### src/logic/psw_pkg.sv
// constants and carriers for the status word block
package status_flags_pkg;
    localparam logic [11:0] STATUS_WORD_ADDR  = 12'h0d0;
    localparam logic [11:0] OPERAND_REG_ADDR  = 12'h0ec;
    localparam logic [11:0] ALU_CTRL_ADDR     = 12'h100;
    localparam logic [11:0] BANK_BASE_ADDR    = 12'h104;
    localparam int          CARRY_BIT         = 7;
    localparam int          HALF_BIT          = 6;
    localparam int          UF0_BIT           = 5;
    localparam int          BANK_HI_BIT       = 4;
    localparam int          BANK_LO_BIT       = 3;
    localparam int          WRAP_BIT          = 2;
    localparam int          UF1_BIT           = 1;
    localparam int          PARITY_BIT        = 0;
    localparam logic [7:0]  STATUS_RESET      = 8'h00;
    localparam logic [7:0]  OPERAND_RESET     = 8'h00;
    localparam logic [2:0]  BANK_SHIFT        = 3'h3;

    typedef enum logic [2:0]
    {
        OP_ADD  = 3'b000,
        OP_ADDC = 3'b001,
        OP_SUBB = 3'b010,
        OP_SETC = 3'b011,
        OP_CLRC = 3'b100,
        OP_CPLC = 3'b101,
        OP_ANLC = 3'b110,
        OP_ORLC = 3'b111
    } alu_op_e;

    typedef struct packed
    {
        logic       valid;
        alu_op_e    op;
        logic [7:0] operand;
        logic       bit_in;
    } alu_req_s;

    typedef struct packed
    {
        logic [7:0] result;
        logic       carry;
        logic       half;
        logic       wrap;
    } alu_res_s;

    typedef struct packed
    {
        logic [7:0] status_q;
        logic [7:0] operand_q;
        alu_res_s   res_q;
        logic [31:0] prdata_q;
    } state_s;
endpackage

### src/logic/status_word_flags.sv
// status word, operand register and flag-producing ALU behind an APB slave
// How it works
// - an add or subtract that carries (borrows) out of bit seven sets the carry bit.
// - bit operations read and write the carry bit as their single-bit operand.
// - a carry across the nibble boundary sets the half-carry bit.
// - the two user flags change only by software writes.
// - bits four and three form the working register bank selector.
// - the signed wrap bit is the exclusive-or of the carries out of bits six and seven.
// - bit zero always follows the parity of the operand register.
// - the status word sits at address d0h, carry in bit seven, parity in bit zero.
// - the operand register is readable and writable at address ech.
//
// Added by the designer: register access over APB.
module status_word_flags
    import status_flags_pkg::*;
(
    // clock and reset
    input  wire logic        pclk,
    input  wire logic        presetn,
    // apb slave
    input  wire logic        psel,
    input  wire logic        penable,
    input  wire logic        pwrite,
    input  wire logic [11:0] paddr,
    input  wire logic [31:0] pwdata,
    output logic      [31:0] prdata,
    output logic             pready,
    output logic             pslverr,
    // core alu request
    input  wire alu_req_s    alu_req,
    // results
    output alu_res_s         alu_res,
    output logic [7:0]       status_word,
    output logic [7:0]       main_operand_register,
    output logic [7:0]       bank_base
);

    // ------------------------------------------------------------
    // datapath
    // ------------------------------------------------------------
    state_s     cur_q;
    state_s     nxt_d;
    logic       opnd_wr;
    logic       stat_wr;
    logic       mapped;
    logic [7:0] opnd;
    logic [7:0] sum8;
    logic       cin;
    logic       sub;
    logic       half_c;
    logic       c6;
    logic       c7;
    logic       bit_res;
    logic       do_arith;

    assign opnd_wr = psel && penable && pwrite && (paddr == OPERAND_REG_ADDR);
    assign stat_wr = psel && penable && pwrite && (paddr == STATUS_WORD_ADDR);
    // reserved control word decodes as mapped so writes to it complete without error
    assign mapped = (paddr == OPERAND_REG_ADDR) || (paddr == STATUS_WORD_ADDR)
                 || (paddr == ALU_CTRL_ADDR) || (paddr == BANK_BASE_ADDR);

    // ------------------------------------------------------------
    // adder taps
    // ------------------------------------------------------------
    // subtract is an add of the inverted operand with inverted carry in
    assign sub      = (alu_req.op == OP_SUBB);
    assign cin      = (alu_req.op == OP_ADD) ? 1'b0 : (cur_q.status_q[CARRY_BIT] ^ sub);
    assign opnd     = sub ? ~alu_req.operand : alu_req.operand;
    assign do_arith = alu_req.valid && (alu_req.op inside {OP_ADD, OP_ADDC, OP_SUBB});

    // three widths give the nibble, bit six and bit seven carries apart
    carry_slice #(.WIDTH(4)) nibble_add
    (
        .a    (cur_q.operand_q[3:0]),
        .b    (opnd[3:0]),
        .cin  (cin),
        .sum  (),
        .cout (half_c)
    );
    carry_slice #(.WIDTH(7)) seven_add
    (
        .a    (cur_q.operand_q[6:0]),
        .b    (opnd[6:0]),
        .cin  (cin),
        .sum  (),
        .cout (c6)
    );
    carry_slice #(.WIDTH(8)) byte_add
    (
        .a    (cur_q.operand_q),
        .b    (opnd),
        .cin  (cin),
        .sum  (sum8),
        .cout (c7)
    );

    // ------------------------------------------------------------
    // next state
    // ------------------------------------------------------------

    always_comb
    begin
        nxt_d    = cur_q;
        bit_res  = cur_q.status_q[CARRY_BIT];
        unique case (alu_req.op)
            OP_SETC: bit_res = 1'b1;
            OP_CLRC: bit_res = 1'b0;
            OP_CPLC: bit_res = ~cur_q.status_q[CARRY_BIT];
            OP_ANLC: bit_res = cur_q.status_q[CARRY_BIT] & alu_req.bit_in;
            OP_ORLC: bit_res = cur_q.status_q[CARRY_BIT] | alu_req.bit_in;
            OP_ADD, OP_ADDC, OP_SUBB: bit_res = cur_q.status_q[CARRY_BIT];
        endcase
        // software writes first; alu updates take priority in the same cycle
        if (stat_wr)
        begin
            nxt_d.status_q = pwdata[7:0];
        end
        if (opnd_wr)
        begin
            nxt_d.operand_q = pwdata[7:0];
        end
        if (do_arith)
        begin
            // borrow is the inverted carry on subtract
            nxt_d.status_q[CARRY_BIT] = sub ? ~c7 : c7;
            nxt_d.status_q[HALF_BIT]  = sub ? ~half_c : half_c;
            nxt_d.status_q[WRAP_BIT]  = c6 ^ c7;
            nxt_d.operand_q           = sum8;
            nxt_d.res_q.result        = sum8;
            nxt_d.res_q.carry         = sub ? ~c7 : c7;
            nxt_d.res_q.half          = sub ? ~half_c : half_c;
            nxt_d.res_q.wrap          = c6 ^ c7;
        end
        else if (alu_req.valid)
        begin
            nxt_d.status_q[CARRY_BIT] = bit_res;
            nxt_d.res_q.carry         = bit_res;
        end
        // user flags and bank bits only move on a software write
        // parity tracks the next operand value, writes to it are dropped
        nxt_d.status_q[PARITY_BIT] = ^nxt_d.operand_q;
        nxt_d.prdata_q = 32'h0000_0000;
        if (psel && !penable && !pwrite)
        begin
            unique case (paddr)
                STATUS_WORD_ADDR: nxt_d.prdata_q = {24'h00_0000, cur_q.status_q};
                OPERAND_REG_ADDR: nxt_d.prdata_q = {24'h00_0000, cur_q.operand_q};
                BANK_BASE_ADDR:   nxt_d.prdata_q = {24'h00_0000, bank_base};
                default:          nxt_d.prdata_q = 32'h0000_0000;
            endcase
        end
    end

    always_ff @(posedge pclk or negedge presetn)
    begin
        if (!presetn)
        begin
            cur_q <= '{status_q: STATUS_RESET, operand_q: OPERAND_RESET,
                       res_q: '0, prdata_q: 32'h0000_0000};
        end
        else
        begin
            cur_q <= nxt_d;
        end
    end

    // ------------------------------------------------------------
    // outputs
    // ------------------------------------------------------------
    // ready on the first access cycle keeps every transfer two cycles long
    assign pready  = 1'b1;
    assign pslverr = psel && penable && !mapped;
    assign prdata  = cur_q.prdata_q;
    assign alu_res = cur_q.res_q;
    assign status_word           = cur_q.status_q;
    assign main_operand_register = cur_q.operand_q;
    // selector times eight is the bank start
    assign bank_base = {3'h0, cur_q.status_q[BANK_HI_BIT:BANK_LO_BIT], 3'h0};
endmodule

// ------------------------------------------------------------
// carry adder slice
// ------------------------------------------------------------
// plain adder of the given width; the carry out feeds the flags, and the byte sum also sets the parity
module carry_slice
    import status_flags_pkg::*;
#(
    parameter int WIDTH = 8
)
(
    // addends
    input  wire logic [WIDTH-1:0] a,
    input  wire logic [WIDTH-1:0] b,
    input  wire logic             cin,
    // result
    output logic      [WIDTH-1:0] sum,
    output logic                  cout
);

    logic [WIDTH:0] total;

    assign total = {1'b0, a} + {1'b0, b} + {{WIDTH{1'b0}}, cin};
    assign sum   = total[WIDTH-1:0];
    assign cout  = total[WIDTH];
endmodule

### config.mk
export PLATFORM = sky130hd
export DESIGN_NAME = status_word_flags
export DESIGN_NICKNAME = d
export VERILOG_FILES = /design/src/logic/psw_pkg.sv /design/src/logic/status_word_flags.sv
export SDC_FILE = /design/constraint.sdc
export NUM_CORES = 1
export LEC_CHECK = 0
export BUFFER_PORTS_ARGS = -buffer_cell sky130_fd_sc_hd__buf_2
export CAP_MARGIN = 20
export CORE_MARGIN = 2
export CORE_UTILIZATION = 50
export CTS_BUF_LIST = sky130_fd_sc_hd__clkbuf_4 sky130_fd_sc_hd__clkbuf_8
export CTS_CLUSTER_DIAMETER = 50
export DETAILED_ROUTE_END_ITERATION = 16
export PLACE_DENSITY = 0.88
export RECOVER_POWER = 100
export SLEW_MARGIN = 20
export SYNTH_ARGS = -nofsm -noshare
export SYNTH_HDL_FRONTEND = slang
export SYNTH_SLANG_ARGS = --single-unit
### constraint.sdc
create_clock -name pclk -period 6.5 [get_ports pclk]
set_clock_uncertainty 0.2 [all_clocks]
set_input_delay 1.3 -clock pclk [delete_from_list [all_inputs] [get_ports pclk]]
set_output_delay 1.3 -clock pclk [all_outputs]
set_load 0.02 [all_outputs]
# Yosys cells after proc, flatten, opt, wreduce, memory -nomap -nowiden
# Index checks and enable logic that the tools add are counted.
# Widths: inputs -> output; s select.
# classes
n_eq_ne	11
reduce_logical	21
addsub	6
bitwise_logic	8
muxes	16
# op_table
cell	count
$mux 8	4
$eq 12x8->1 const B	2
$eq 12x9->1 const B	2
$pmux 8 s3	1
$mux 16	1
$eq 3x3->1 const B	4
$add 8x8->9	1
$add 9x1->9	1
$mux 1	9
$add 7x7->8	1
$add 8x1->8	1
$logic_and 1x1->1	8
$not 8->8	1
$reduce_xor 8->1	1
$eq 3x2->1 const B	2
$pmux 1 s6	1
$reduce_bool 3->1	2
$add 4x4->5	1
$add 5x1->5	1
$reduce_bool 2->1	2
$eq 3x1->1 const B	1
$logic_not 1->1	3
$logic_not 3->1	1
$logic_or 1x1->1	3
other kinds (5)	8
# word_totals
word_cells	72
in_bits	62
out_inout_bits	69
reg_bits	59

# Logic depth before layout (Yosys ltp)
# depth
depth_word	7
mapped_depth	13
ltp_nobuf	13

# By module
# Synthesis repeated with hierarchy kept, for this count alone.
# unflattened
cells_unflattened	302
hier_area_um2	2797.7
# modules_own_cells
module	area_each_um2	seq_area_each_um2	cells_each	instances
status_word_flags	2037.0	875.8	209	1
carry_slice (byte_add)	322.8	0.0	39	1
carry_slice (seven_add)	294.0	0.0	38	1
carry_slice (nibble_add)	143.9	0.0	16	1

# Worst setup path after synthesis
# OpenSTA, ideal clock, no wires.
# synth_timing
path_type	input -> register
start	in alu_req[9] in the netlist's numbering
end	reg cur_q, in the netlist status_word[0]
slack_ps	1978
required_time_ps	6166
setup_ps	134
n_path_buf	0
t_arrival_ps	4188
cell_stages	13
path_cell_list	nand2b_1 nor2_1 xor2_1 fa_1 inv_1 fa_1 nand2b_1 a21oi_1 xor2_1 xnor2_1 xnor2_1 mux2i_1 xnor3_1
# synth_rtl
element	line	rtl
start: declaration	status_word_flags.sv:30	input wire alu_req_s alu_req,
end signal: assignment	status_word_flags.sv:158	cur_q <= '{status_q: STATUS_RESET, operand_q: OPERAND_RESET,
end signal: assignment	status_word_flags.sv:163	cur_q <= nxt_d;
end: declaration	status_word_flags.sv:41	state_s cur_q;

==> metrics <==
CTS sink count 35; sw frac 45.1%; clk root buf clkbuf_8; final worst slack 1790 ps; final core occ 59.2%; die footprint 5500 sq um; Core Area 4720 sq um; #FFs+latches synth 35; Power Dens Cells 432 nW/um^2; post-synthesis sequential area ratio 35.6%; TritonCTS Buffers 5; Psw 0.544 mW; routed wire length 5550 um; slowest stage delay, CP 440 ps; Initial DRC Count 132; combinational share of power 57.6%; DR pass1 iterations 4; row count 25; Hold WC Path Type reg -> reg; Max-cap violations 1; Setup Fix Bufs, Post-CTS 0; CTS tree yes; Final Hold Vio Count 0; Most Crowded Layer GR met2; detailed-route vias per instance 5.10; Worst Path Required 6460 ps; delay-heaviest family, CP XOR/XNOR gates; Post-layout nets 410; minimum clock period 4710 ps; Clock Path Buffers 2; placed cell count 399; Setup WS pre-CTS 1780 ps; synthesized area 2460 sq um; Synth Area in Simple Gates 16.1%; Distinct cells, synth 43; layout cells sized above 1 12.7%; Post-DP HPWL 4380 um; fmax 212 MHz; CP max FO 9; CTS clk-pin slew, worst paths 70 ps; met2 usage 35.4%; post-DR wirelength/cell 13.7 um; met3 Resource Use GR 5.15%; pin count of the biggest net entering global routing 36; buffers and inverters on the worst path 3; number of synthesized flops with an enable pin 0; Leak 1.39 nW; overall routing resource usage 20.8%; sequential share of power 29.3%; vias in the first global route 1,963; # DRC 0; ys async rst share 100%; main combinational cell family by area after synthesis simple AND/OR/NAND/NOR gates; Internal Pwr Total 0.664 mW; met1 usage 23.9%; max-slew violation count 36; H-Tree Depth 2; worst-skew pair later-pin latency 290 ps; Synth Area per Inst 9.29 sq um; I/O pins 131; Cell Count, Final, Fillers Out 406; fin crit share 72.5%; Worst slew margin -22.6%; Die X-Extent 74.2 um; CP Cell Sequence clkbuf_1 > nand2b_1 > nor2_1 > clkbuf_1 > xor2_1 > fa_1 > inv_1 > fa_1 > nand2b_1 > a21oi_1 > xor2_1 > xnor2_1 > xnor2_1 > mux2i_1 > xnor3_1; status complete, but fails checks; first-pass GRT wire length 8580 um; post-synthesis compound-gate area fraction 11.9%; area share of xor/xnor cells in the synthesized design 9.81%; post-synthesis mux area share 9.35%; slowest cell on the critical path clkbuf_1; Worst Max-Slew Pin Slew 1840 ps; YS warnings 0; CP Launch Type input port; final setup fails 0; Syn-to-layout area delta 13.5%; initial core utilization 52.1%; antenna viol nets, final 0; hold_buf cts 0; Via Count 2,069; setup_tns 0 ps; antenna fix cells 0; unrepaired setup endpoints after global routing no; Worst EP arrival 4670 ps; top_reg_cell synth dfrtp_1; grt ovf 0; clock share of power 13.1%; Syn Inst Count 265; adder-cell share of the synthesized area 5.18%; port buffer count 75; RePlAce Congestion 0.861; post-CTS resize count 0; crit path kind in -> reg; violated checks max-capacitance violations, max-slew violations; Max IR drop VDD 0.000206 V; initial antenna violation count 0; Critical Path End Type flip-flop; Die Y-Extent 74.2 um
power groups by stage:
stage                     registers [mW]  clock network [mW]  logic [mW]
after floorplan                    0.420                   0       0.475
after global placement             0.352                   0       0.690
after detailed placement           0.354                   0       0.717
after CTS                          0.351               0.160       0.717
after global routing               0.365               0.171       0.758
final                              0.354               0.158       0.696
state kept, by name, indices dropped and copies added (netlist names):
signal	cells
alu_res	11
main_operand_register	8
prdata	8
status_word	8
worst reg2reg max path: stages (launching register included):
cell,delay (ps)
dfrtp_1,460
or4b_2,630
nand2_1,120
fa_1,210
inv_1,60
fa_1,380
nand2b_1,180
a21oi_1,270
xor2_1,270
xnor2_1,120
xnor2_1,140
mux2i_1,200
xnor3_1,360
cell type report:
class / instances / area (sq um)
Timing Repair Buffer: 76 / 328
Sequential cell: 35 / 876
Clock inverter: 1 / 5.00
Multi-Input combinational cell: 216 / 1400
Clock buffer: 6 / 82.6
Inverter: 5 / 18.8
Tap cell: 67 / 83.8
Fill cell: 443 / 1930
through the flow:
stage          hold slack, ps  total power, mW  area (sq um)
3_5_place_dp              263             1.07          2770
6_report                  280             1.21          2790
2_1_floorplan             390            0.895          2570
5_1_grt                   309             1.29          2790
3_3_place_gp              256             1.04          2770
4_1_cts                   280             1.23          2860
worst paths after layout:
check	cells past startpoint	start	endpoint	slack [ps]
worst max-delay path	15	alu_req[9]	status_word[0]$_DFF_PN0_	1790
worst min-delay path	2	alu_res[3]$_DFFE_PN0P_	alu_res[3]$_DFFE_PN0P_	280
worst max register to register	12	status_word[7]$_DFFE_PN0P_	status_word[0]$_DFF_PN0_	2780
worst min register to register	2	alu_res[3]$_DFFE_PN0P_	alu_res[3]$_DFFE_PN0P_	280
max in group asynchronous	1	presetn	status_word[7]$_DFFE_PN0P_	3740
min in group asynchronous	1	presetn	prdata[2]$_DFF_PN0_	1300
cell usage after synthesis, types with 5 or more instances:
cell | n | area [sq um]
nor2_1 | 21 | 78.8
ha_1 | 7 | 87.6
inv_1 | 5 | 18.8
dfrtp_1 | 35 | 876
a21oi_1 | 5 | 25.0
nor3_1 | 5 | 25.0
xor2_1 | 16 | 140
o21ai_0 | 14 | 70.1
xnor2_1 | 9 | 78.8
a22oi_1 | 8 | 60.1
mux2i_1 | 14 | 140
nand2_1 | 33 | 124
mux2_1 | 7 | 78.8
buf_4 | 34 | 255
cells by family after synthesis:
group,Yosys count
buf+inv,43
xor+xnor,26
flops,35
other cells,2
simple gates,81
mux,22
fa+ha+maj,9
compound gates,47
cell usage in the layout, fill, tap and decap left out, types with 6 or more instances in the layout:
cell type  count
mux2_1         8
o21ai_0       17
xnor2_1        9
nand2_1       33
clkbuf_1      42
xor2_1        16
buf_2         34
ha_1           7
dfrtp_1       35
mux2i_1       14
clkbuf_8       6
nor2_1        21
a22oi_1        8
conb_1        31
per-layer routing:
layer  share of wire [%]  vias up  wire length, um
li1                    -      996                -
met1                  42      966             2310
met2                  49       99             2700
met3                 7.8        8              432
met4                 1.8        0               99
met5                   0        -                0
No activity file was read; power rests on OpenSTA's default activity.
